File: src/design/dsflb_regs.vh
// Parameter numbers, widths and timing constants of the drive status and fault log bank.
`ifndef DSFLB_REGS_VH
`define DSFLB_REGS_VH

`define DSFLB_IDX_W             8
`define DSFLB_DATA_W            48

`define DSFLB_IDX_LS_POSITION   8'h5E
`define DSFLB_IDX_LS_ONE_STATE  8'h5F
`define DSFLB_IDX_LS_TWO_STATE  8'h60
`define DSFLB_IDX_APPLIED_DUTY  8'h68
`define DSFLB_IDX_RAW_DUTY      8'h69
`define DSFLB_IDX_RUN_TIME      8'h94
`define DSFLB_IDX_RESET_COUNT   8'h95
`define DSFLB_IDX_INT_ERR_COUNT 8'h96
`define DSFLB_IDX_SHORT_COUNT   8'h97
`define DSFLB_IDX_OVERSH_COUNT  8'h98
`define DSFLB_IDX_UNDERV_COUNT  8'h99
`define DSFLB_IDX_OVERV_COUNT   8'h9A
`define DSFLB_IDX_OVERT_COUNT   8'h9B

`define DSFLB_POS_W             32
`define DSFLB_DUTY_W            16
`define DSFLB_DUTY_SCALE        16'h2000
`define DSFLB_RUN_W             48
`define DSFLB_LOG_W             16
`define DSFLB_LOG_MAX           16'hFFFF
`define DSFLB_RUN_MAX           48'hFFFFFFFFFFFF
`define DSFLB_NUM_LOGS          7

`define DSFLB_CLK_PERIOD_PS     5000
`define DSFLB_RUN_TICK_MS       1
`define DSFLB_RUN_TICK_CYCLES   ((`DSFLB_RUN_TICK_MS * 1000000000) / `DSFLB_CLK_PERIOD_PS)

`endif

File: src/design/dsflb_status_bank.v
// Read-only status and fault log parameter bank of the servo drive.
//
// What this block does
// - Report limit switch position as signed 32 bits, kept within zero..rollover when set.
// - Report each limit switch output as one bit, 1 while that output is active.
// - In pulse-width command mode report applied duty as signed fraction scaled by 8192.
// - Applied duty is derived from measured duty after polarity and inversion are applied.
// - Report raw measured duty as unsigned 0..8192, before polarity or inversion.
// - Keep a 48-bit run-time counter advancing once per millisecond of operation.
// - Keep a 16-bit counter incremented once per drive reset event.
// - Keep separate 16-bit counters for six fault events, one increment per occurrence.
//
// Access port behaviour.
// A request is taken at a rising edge with reqValid high; reqWrite and reqIndex are
// sampled at that same edge.
// The answer appears exactly one cycle later: ackValid is high for one cycle only.
// ackError and ackData hold their values until the next answer is given.
// Requests may be made back to back, one per cycle, in any order.
// Every value is returned as one 48-bit word with narrow values in the low bits.
// Upper bits of narrow values are always zero, including the position value.
// Any write, and any read of an unknown number, is answered with an error and zero data.
//
// Value timing.
// Limit switch states and position are registered once per cycle, so a read sees the
// value that stood at the inputs one cycle before the request edge.
// Duty values are captured only on cycles with a measurement strobe.
// An event input that is high for n cycles counts as n occurrences.
// The run-time counter advances one cycle after each divider tick.
//
// Limitations.
// The rollover fold is applied once per cycle, so a position step larger than one
// rollover span within a single cycle is not fully folded.
// The run time is lost on reset; keeping it across power cycles is left to the system.
// Outside pulse-width command mode both duty values read as zero.
//
`timescale 1ns/1ps
`default_nettype none
`include "dsflb_regs.vh"

module dsflb_status_bank #(
  parameter [31:0] RUN_TICK_CYCLES = `DSFLB_RUN_TICK_CYCLES
) (
  input  wire                          clk,              // System clock, 200 MHz.
  input  wire                          resetn,           // Synchronous reset, active low.
  input  wire                          reqValid,         // Parameter access request strobe.
  input  wire                          reqWrite,         // 1 for a write attempt, 0 for a read.
  input  wire [`DSFLB_IDX_W-1:0]       reqIndex,         // Parameter number.
  output reg                           ackValid,         // Answer strobe, one cycle.
  output reg                           ackError,         // Unknown number or refused write.
  output reg  [`DSFLB_DATA_W-1:0]      ackData,          // Read value, zero-extended.
  input  wire [`DSFLB_POS_W-1:0]       limitPosition,    // Raw position counts, signed.
  input  wire                          rolloverEnable,   // Rollover range is defined.
  input  wire [`DSFLB_POS_W-1:0]       rolloverValue,    // Rollover value, positive.
  input  wire                          limitOutOne,      // First limit switch output active.
  input  wire                          limitOutTwo,      // Second limit switch output active.
  input  wire                          pwmCommandMode,   // Pulse-width command input selected.
  input  wire                          dutyValid,        // New measured duty sample.
  input  wire [`DSFLB_DUTY_W-1:0]      dutyMeasured,     // Measured duty, 0..8192.
  input  wire                          dutyPolarity,     // Low time counts as positive.
  input  wire                          dutyInvert,       // Negate the signed command.
  input  wire                          driveRunning,     // Drive is operating.
  input  wire                          evtDriveReset,    // Drive reset event pulse.
  input  wire                          evtInternalError, // Internal error event pulse.
  input  wire                          evtShortCircuit,  // Short circuit event pulse.
  input  wire                          evtOvershoot,     // Current overshoot event pulse.
  input  wire                          evtUnderVoltage,  // Hardware under voltage pulse.
  input  wire                          evtOverVoltage,   // Hardware over voltage pulse.
  input  wire                          evtOverTemp       // Drive over temperature pulse.
);

  ////////////////////////////////////////////////////////////////////////////////
  // Helpers.
  // The saturating increment is shared by all seven fault log counters.
  // A counter at its maximum stays there, so a long burst of events never wraps it
  // back to a small value that would hide the burst.

  function [`DSFLB_LOG_W-1:0] satInc16;
    input [`DSFLB_LOG_W-1:0] value;
    input                    hit;
    begin
      if (hit && value != `DSFLB_LOG_MAX) begin
        satInc16 = value + 16'h0001;
      end else begin
        satInc16 = value;
      end
    end
  endfunction

  function [`DSFLB_DATA_W-1:0] zext16;
    input [15:0] value;
    begin
      zext16 = {32'h00000000, value};
    end
  endfunction

  ////////////////////////////////////////////////////////////////////////////////
  // Limit switch position and outputs.

  reg  [`DSFLB_POS_W-1:0] prevPos_reg;
  reg  [`DSFLB_POS_W-1:0] wrapPos_reg;
  reg  [`DSFLB_POS_W-1:0] wrapPos_next;
  reg  [`DSFLB_POS_W-1:0] shownPos_reg;
  reg                     lsOne_reg;
  reg                     lsTwo_reg;
  reg                     posPrimed_reg;
  wire [`DSFLB_POS_W-1:0] posDelta;
  wire [`DSFLB_POS_W-1:0] posSum;

  // Rollover tracking follows per-cycle motion; a step larger than one rollover
  // span in a single cycle is folded only once.
  // The raw input is differenced against the previous cycle rather than folded by
  // division, which keeps the logic small and free of a divider.
  // The first cycle after reset, or any cycle with rollover off, reloads the raw
  // value so that tracking starts from a known point.
  assign posDelta = limitPosition - prevPos_reg;
  assign posSum   = wrapPos_reg + posDelta;

  always @* begin
    wrapPos_next = posSum;
    if ($signed(posSum) < 0) begin
      wrapPos_next = posSum + rolloverValue;
    end else if ($signed(posSum) > $signed(rolloverValue)) begin
      wrapPos_next = posSum - rolloverValue;
    end
  end

  always @(posedge clk) begin
    if (!resetn) begin
      prevPos_reg   <= 32'h00000000;
      wrapPos_reg   <= 32'h00000000;
      shownPos_reg  <= 32'h00000000;
      posPrimed_reg <= 1'b0;
      lsOne_reg     <= 1'b0;
      lsTwo_reg     <= 1'b0;
    end else begin
      prevPos_reg   <= limitPosition;
      posPrimed_reg <= 1'b1;
      lsOne_reg     <= limitOutOne;
      lsTwo_reg     <= limitOutTwo;
      if (!rolloverEnable || !posPrimed_reg) begin
        wrapPos_reg  <= limitPosition;
        shownPos_reg <= limitPosition;
      end else begin
        wrapPos_reg  <= wrapPos_next;
        shownPos_reg <= wrapPos_next;
      end
    end
  end

  ////////////////////////////////////////////////////////////////////////////////
  // Duty cycle, raw and applied.

  reg  [`DSFLB_DUTY_W-1:0] rawDuty_reg;
  reg  [`DSFLB_DUTY_W-1:0] appliedDuty_reg;
  wire [`DSFLB_DUTY_W-1:0] dutyClamped;
  wire [`DSFLB_DUTY_W-1:0] dutyPolar;
  wire [`DSFLB_DUTY_W-1:0] dutySigned;
  wire [`DSFLB_DUTY_W-1:0] dutyApplied;

  // Measurements above full scale are clamped so both values stay in range.
  // Polarity swaps high and low time, inversion negates the signed command.
  // The signed value is twice the duty minus full scale, so half duty reads zero.
  assign dutyClamped = (dutyMeasured > `DSFLB_DUTY_SCALE) ? `DSFLB_DUTY_SCALE : dutyMeasured;
  assign dutyPolar   = dutyPolarity ? (`DSFLB_DUTY_SCALE - dutyClamped) : dutyClamped;
  assign dutySigned  = {dutyPolar[14:0], 1'b0} - `DSFLB_DUTY_SCALE;
  assign dutyApplied = dutyInvert ? (16'h0000 - dutySigned) : dutySigned;

  always @(posedge clk) begin
    if (!resetn) begin
      rawDuty_reg     <= 16'h0000;
      appliedDuty_reg <= 16'h0000;
    end else if (!pwmCommandMode) begin
      rawDuty_reg     <= 16'h0000;
      appliedDuty_reg <= 16'h0000;
    end else if (dutyValid) begin
      rawDuty_reg     <= dutyClamped;
      appliedDuty_reg <= dutyApplied;
    end
  end

  ////////////////////////////////////////////////////////////////////////////////
  // Run time and fault log counters.

  reg  [31:0]              tickCount_reg;
  reg                      msTick_reg;
  reg  [`DSFLB_RUN_W-1:0]  runTime_reg;
  reg  [`DSFLB_LOG_W-1:0]  logCount_reg [0:`DSFLB_NUM_LOGS-1];
  wire [`DSFLB_NUM_LOGS-1:0] logEvent;
  integer                  i;

  assign logEvent = {evtOverTemp, evtOverVoltage, evtUnderVoltage, evtOvershoot,
                     evtShortCircuit, evtInternalError, evtDriveReset};

  // The millisecond divider only runs while the drive operates, so idle time is not counted.
  // The divider count is kept while the drive is stopped, so short runs add up.
  // The tick is registered and the counter advances on the edge after it.
  always @(posedge clk) begin
    if (!resetn) begin
      tickCount_reg <= 32'h00000000;
      msTick_reg    <= 1'b0;
    end else if (!driveRunning) begin
      msTick_reg    <= 1'b0;
    end else if (tickCount_reg >= RUN_TICK_CYCLES - 32'h00000001) begin
      tickCount_reg <= 32'h00000000;
      msTick_reg    <= 1'b1;
    end else begin
      tickCount_reg <= tickCount_reg + 32'h00000001;
      msTick_reg    <= 1'b0;
    end
  end

  always @(posedge clk) begin
    if (!resetn) begin
      runTime_reg <= 48'h000000000000;
      for (i = 0; i < `DSFLB_NUM_LOGS; i = i + 1) begin
        logCount_reg[i] <= 16'h0000;
      end
    end else begin
      if (msTick_reg && runTime_reg != `DSFLB_RUN_MAX) begin
        runTime_reg <= runTime_reg + 48'h000000000001;
      end
      logCount_reg[0] <= satInc16(logCount_reg[0], logEvent[0]);
      for (i = 1; i < `DSFLB_NUM_LOGS; i = i + 1) begin
        logCount_reg[i] <= satInc16(logCount_reg[i], logEvent[i]);
      end
    end
  end

  ////////////////////////////////////////////////////////////////////////////////
  // Parameter access port.

  reg [`DSFLB_DATA_W-1:0] readValue;
  reg                     readHit;

  always @* begin
    readValue = 48'h000000000000;
    readHit   = 1'b1;
    case (reqIndex)
      `DSFLB_IDX_LS_POSITION:   readValue = {16'h0000, shownPos_reg};
      `DSFLB_IDX_LS_ONE_STATE:  readValue = {47'h000000000000, lsOne_reg};
      `DSFLB_IDX_LS_TWO_STATE:  readValue = {47'h000000000000, lsTwo_reg};
      `DSFLB_IDX_APPLIED_DUTY:  readValue = zext16(appliedDuty_reg);
      `DSFLB_IDX_RAW_DUTY:      readValue = zext16(rawDuty_reg);
      `DSFLB_IDX_RUN_TIME:      readValue = runTime_reg;
      `DSFLB_IDX_RESET_COUNT:   readValue = zext16(logCount_reg[0]);
      `DSFLB_IDX_INT_ERR_COUNT: readValue = zext16(logCount_reg[1]);
      `DSFLB_IDX_SHORT_COUNT:   readValue = zext16(logCount_reg[2]);
      `DSFLB_IDX_OVERSH_COUNT:  readValue = zext16(logCount_reg[3]);
      `DSFLB_IDX_UNDERV_COUNT:  readValue = zext16(logCount_reg[4]);
      `DSFLB_IDX_OVERV_COUNT:   readValue = zext16(logCount_reg[5]);
      `DSFLB_IDX_OVERT_COUNT:   readValue = zext16(logCount_reg[6]);
      default:                  readHit   = 1'b0;
    endcase
  end

  // Writes are answered with an error and touch no stored value.
  // No stored value has a write path, so no write can disturb a counter.
  // ackError and ackData hold between requests so a slow reader can still sample them.
  always @(posedge clk) begin
    if (!resetn) begin
      ackValid <= 1'b0;
      ackError <= 1'b0;
      ackData  <= 48'h000000000000;
    end else begin
      ackValid <= reqValid;
      if (reqValid) begin
        ackError <= reqWrite || !readHit;
        ackData  <= (reqWrite || !readHit) ? 48'h000000000000 : readValue;
      end
    end
  end

endmodule

`default_nettype wire

File: config.mk
export PLATFORM = sky130hd
export DESIGN_NAME = dsflb_status_bank
export DESIGN_NICKNAME = d
export VERILOG_FILES = /design/src/design/dsflb_status_bank.v
export VERILOG_INCLUDE_DIRS = /design/src /design/src/design
export SDC_FILE = /design/constraint.sdc
export NUM_CORES = 1
export LEC_CHECK = 0
export BUFFER_PORTS_ARGS = -buffer_cell sky130_fd_sc_hd__buf_4
export CAP_MARGIN = 20
export CORE_MARGIN = 2
export CORE_UTILIZATION = 44
export DETAILED_ROUTE_END_ITERATION = 10
export REMOVE_ABC_BUFFERS = 1
export SYNTH_ARGS = -nofsm -noshare
export SYNTH_HDL_FRONTEND = slang
export SYNTH_SLANG_ARGS = --single-unit
File: constraint.sdc
create_clock -name clk -period 6.4 [get_ports clk]
set_clock_uncertainty 0.15 [all_clocks]
set_input_delay 0.96 -clock clk [delete_from_list [all_inputs] [get_ports clk]]
set_output_delay 0.96 -clock clk [all_outputs]
set_load 0.1 [all_outputs]
==> out/qor.json <==
{
  "grt_start_max_net_pins": {"value": 80},
  "required_time_worst_endpoint": {"value": 6.69, "unit": "ns"},
  "r2r-start": {"value": "shownPos_reg[8]"},
  "path_clk_slew": {"value": 0.06, "unit": "ns"},
  "dpl-instance-area": {"value": 0.02485, "unit": "mm²"},
  "holdCritPathClass": {"value": "flop to flop"},
  "post_synth_instance_area": {"value": 0.02161, "unit": "mm²"},
  "detailed_router_s_first_iteration_violation_count": {"value": 1788},
  "critPathLaunchType": {"value": "input port"},
  "critPathTopFamily": {"value": "compound AO/OA/AOI/OAI gates"},
  "cts-root-buf": {"value": "sky130_fd_sc_hd__clkbuf_16"},
  "global_route_track_usage_on_met3": {"value": 2.992, "unit": "%"},
  "ctsHoldBuffers": {"value": 0},
  "crit_slowest_cell": {"value": "sky130_fd_sc_hd__fa_1"},
  "drv_cap": {"value": 0},
  "core.rowCount": {"value": 81},
  "synth_cells": {"value": 2744},
  "critical_path.n_buffers_inverters": {"value": 7},
  "post-place-ws": {"value": -0.5936, "unit": "ns"},
  "min_path_cells": {"value": 2},
  "buffer_ports.inserted": {"value": 156},
  "synth_seq_area_share": {"value": 31.49, "unit": "%"},
  "hold_fails_final_rpt": {"value": 0},
  "timing.fmax": {"value": 161.6, "unit": "MHz"},
  "main_flop_type_after_synthesis": {"value": "sky130_fd_sc_hd__dfxtp_1"},
  "ff2ff_path_depth": {"value": 23},
  "post_placement_cell_count": {"value": 3664},
  "cts_made_buffers": {"value": 40},
  "vias": {"value": 20860},
  "cts-htree-levels": {"value": 2},
  "routing_usage_on_met2": {"value": 42.77, "unit": "%"},
  "fin_crit_share": {"value": 96.70, "unit": "%"},
  "cp.arrival": {"value": 6.48, "unit": "ns"},
  "endpoint_kind": {"value": "flop"},
  "number_of_enable_flip_flop_cells_after_synthesis": {"value": 0},
  "n_diodes": {"value": 0},
  "synth_async_sr_flop_share": {"value": 0, "unit": "%"},
  "design_area": {"value": 0.02642, "unit": "mm²"},
  "yosysUniqueCellTypes": {"value": 91},
  "grt_util_met1": {"value": 37.40, "unit": "%"},
  "vdd_ir_drop_max": {"value": 642.5, "unit": "µV"},
  "clk-insertion-delay-late": {"value": 0.55, "unit": "ns"},
  "vias_cell": {"value": 5.577},
  "first_global_vias": {"value": 19680},
  "nNetsFinal": {"value": 3297},
  "die_w": {"value": 225.6, "unit": "µm"},
  "critical_path_depth_in_cells": {"value": 27},
  "worst-path-max-fanout": {"value": 10},
  "layoutNonFillerInstCount": {"value": 3740},
  "status": {"value": "complete, no violations"},
  "ioPinCount": {"value": 157},
  "hold_ws": {"value": 0.3237, "unit": "ns"},
  "largest_register_ff_count": {"value": 112},
  "ant_nets_after_route": {"value": 0},
  "final_common_cell": {"value": "sky130_fd_sc_hd__nor2_1"},
  "globalRouteOverflowTotal": {"value": 0},
  "final.min_clock_period": {"value": 6.189, "unit": "ns"},
  "floorplan.initialDensity": {"value": 44.33, "unit": "%"},
  "globalplace.congestion": {"value": 0.9126},
  "final_layout_size_suffix_gt1_share": {"value": 17.04, "unit": "%"},
  "critical_path_class": {"value": "input port to flop"},
  "core": {"value": 0.04875, "unit": "mm²"},
  "cts_sinks": {"value": 340},
  "detailedRoute.firstPassIterationCount": {"value": 7},
  "most_used_routing_layer_in_global_routing": {"value": "met2"},
  "route.detailed.wl_per_inst": {"value": 18.65, "unit": "µm"},
  "synth-seq-cells": {"value": 340},
  "hpwlAfterDp": {"value": 54360, "unit": "µm"},
  "tightest_slew": {"value": 1.042, "unit": "ns"},
  "die_height": {"value": 225.6, "unit": "µm"},
  "critical_path.max_stage_delay": {"value": 0.53, "unit": "ns"},
  "leakagePower": {"value": 11.01, "unit": "nW"},
  "grt_antenna_before_repair": {"value": 0},
  "timing.final.setup_violations": {"value": 0},
  "routed_wirelength": {"value": 69750, "unit": "µm"},
  "synth_area_per_cell": {"value": 7.876, "unit": "µm²"},
  "layout_setup_ws": {"value": 0.2113, "unit": "ns"},
  "global_route_wire_length_before_repair": {"value": 107900, "unit": "µm"},
  "relSlewSlack": {"value": 30.38, "unit": "%"},
  "final_cell_mix": {"value": "413 x sky130_fd_sc_hd__nor2_1, 390 x sky130_fd_sc_hd__buf_4, 340 x sky130_fd_sc_hd__dfxtp_1"},
  "overall_power": {"value": 17.75, "unit": "mW"},
  "tritoncts": {"value": "done"},
  "number_of_inserted_filler_cells_in_the_final_layout": {"value": 4634},
  "power.density": {"value": 671.8, "unit": "mW/mm²"},
  "syn2layout_area_growth": {"value": 22.25, "unit": "%"},
  "hold_path.startpoint": {"value": "rawDuty_reg[9]"},
  "grt.total_usage": {"value": 26.73, "unit": "%"},
  "synthesis.yosys.warnings": {"value": 0},
  "dieArea": {"value": 0.05091, "unit": "mm²"},
  "final-max-slew-violation-count": {"value": 0},
  "worst_setup_path_startpoint": {"value": "limitPosition[5]"},
  "drcViolationCount": {"value": 0},
  "cts.path.max_buffers": {"value": 3}
}
[worst register-to-register path, stage by stage (launching register included)]
cell                        delay (ns)
sky130_fd_sc_hd__dfxtp_1          0.51
sky130_fd_sc_hd__inv_1            0.10
sky130_fd_sc_hd__fa_1             0.49
sky130_fd_sc_hd__inv_1            0.04
sky130_fd_sc_hd__ha_1             0.30
sky130_fd_sc_hd__a21oi_1          0.21
sky130_fd_sc_hd__nand4b_1         0.15
sky130_fd_sc_hd__o22ai_2          0.22
sky130_fd_sc_hd__nor3_1           0.10
sky130_fd_sc_hd__or4b_2           0.66
sky130_fd_sc_hd__a31oi_1          0.20
sky130_fd_sc_hd__buf_4            0.16
sky130_fd_sc_hd__xnor2_2          0.16
sky130_fd_sc_hd__ha_2             0.36
sky130_fd_sc_hd__buf_12           0.14
sky130_fd_sc_hd__or4_1            0.53
sky130_fd_sc_hd__a21oi_1          0.15
sky130_fd_sc_hd__nor3_1           0.10
sky130_fd_sc_hd__or2_2            0.29
sky130_fd_sc_hd__nand2_1          0.09
sky130_fd_sc_hd__o21ai_0          0.17
sky130_fd_sc_hd__xnor2_1          0.26
sky130_fd_sc_hd__nor3_1           0.07
sky130_fd_sc_hd__a2111oi_1        0.35
[metrics by stage]
stage / utilization, % / setup TNS, ns
2_1_floorplan: - / -63.25
3_3_place_gp: 50.98 / -12.76
3_5_place_dp: 50.98 / -15.25
4_1_cts: 53.76 / -0.007722
5_1_grt: 54.20 / -0.01432
6_report: 54.20 / 0
[repair_timing]
item | in CTS | in global routing
resized for setup | 4 | 35
endpoints found under the setup margin | 5 | 32
endpoints found under the hold margin | 0 | 0
buffers inserted | 0 | 3
pin swaps | 0 | 9
[cell usage after synthesis (6+ instances only)]
library cell                 n  area, µm²
sky130_fd_sc_hd__nor2_1    414       1554
sky130_fd_sc_hd__dfxtp_1   340       6807
sky130_fd_sc_hd__inv_1     213      799.5
sky130_fd_sc_hd__nand2_1   185      694.4
sky130_fd_sc_hd__a21oi_1   179      895.9
sky130_fd_sc_hd__xnor2_1   123       1077
sky130_fd_sc_hd__clkbuf_1  109      409.1
sky130_fd_sc_hd__ha_1      108       1351
sky130_fd_sc_hd__xor2_1    105      919.6
sky130_fd_sc_hd__nand3_1   101      505.5
sky130_fd_sc_hd__o21ai_0    95      475.5
sky130_fd_sc_hd__nor3_1     51      255.2
sky130_fd_sc_hd__nand4_1    49      306.5
sky130_fd_sc_hd__a31oi_1    42      262.8
sky130_fd_sc_hd__a221oi_1   39      341.6
sky130_fd_sc_hd__mux2i_1    37      370.4
sky130_fd_sc_hd__nand2b_1   35      219.0
sky130_fd_sc_hd__and3_1     34      212.7
sky130_fd_sc_hd__and2_1     33      206.5
sky130_fd_sc_hd__fa_1       33      660.6
sky130_fd_sc_hd__a22oi_1    32      240.2
sky130_fd_sc_hd__or3_1      28      175.2
sky130_fd_sc_hd__a21o_1     25      187.7
sky130_fd_sc_hd__nor4_1     22      137.6
sky130_fd_sc_hd__nor2b_1    21      131.4
sky130_fd_sc_hd__a211oi_1   20      150.1
sky130_fd_sc_hd__o31ai_1    18      135.1
sky130_fd_sc_hd__a222oi_1   17      170.2
sky130_fd_sc_hd__a22o_1     17      148.9
sky130_fd_sc_hd__buf_2      15      75.07
sky130_fd_sc_hd__o21bai_1   15      112.6
sky130_fd_sc_hd__o21a_1     14      105.1
sky130_fd_sc_hd__o211ai_1   12      90.09
sky130_fd_sc_hd__or4_1      10      75.07
sky130_fd_sc_hd__o21ai_1     9      45.04
sky130_fd_sc_hd__nor3b_1     8      60.06
sky130_fd_sc_hd__nand3b_1    7      52.55
sky130_fd_sc_hd__o221ai_1    7      61.31
sky130_fd_sc_hd__o41ai_1     7      61.31
sky130_fd_sc_hd__a311oi_1    6      52.55
sky130_fd_sc_hd__and4_1      6      52.55
sky130_fd_sc_hd__mux2_2      6      67.56
sky130_fd_sc_hd__o22ai_1     6      37.54
[cells by family (layout without fill, tap and decap cells)]
family                   count (synthesis)  in the layout  synth area share (%)
buffers and inverters                  344            676                 6.166
AND/OR/NAND/NOR                       1024           1024                 22.25
flip-flops                             340            340                 31.49
multiplexers                            44             44                 2.130
AO/OA/AOI/OAI                          623            623                 19.41
XOR/XNOR                               228            228                 9.240
adder cells (fa/ha/maj)                141            141                 9.309
[power by group]
| part | switching [mW] | internal, mW |
|---|---|---|
| Combinational | 7.13 | 5.90 |
| Sequential | 0.135 | 2.24 |
| Clock | 0.914 | 1.43 |
[per-layer routing]
metal,routed length (µm),up-vias,part of all wire (%)
li1,-,10200,-
met1,32570,9936,47
met2,31240,608,45
met3,3682,112,5.3
met4,2251,0,3.2
met5,0,-,0
[worst paths after layout]
kind | endpoint | slack (ns)
max | shownPos_reg[25] | 0.21
min | rawDuty_reg[9] | 0.32
max reg2reg | shownPos_reg[28] | 0.32
min reg2reg | rawDuty_reg[9] | 0.32
[final cells by class]
type                    instances  area (µm²)  area share, %
clock buffers                  53        1121          4.243
well taps                     664       830.8          3.144
multi-input cells            2060       13650          51.67
clock inverters                16       220.2         0.8335
repair buffers                394        2985          11.30
flip-flops and latches        340        6807          25.76
inverters                     213       804.5          3.045
Power figures use the tool's default switching activity.
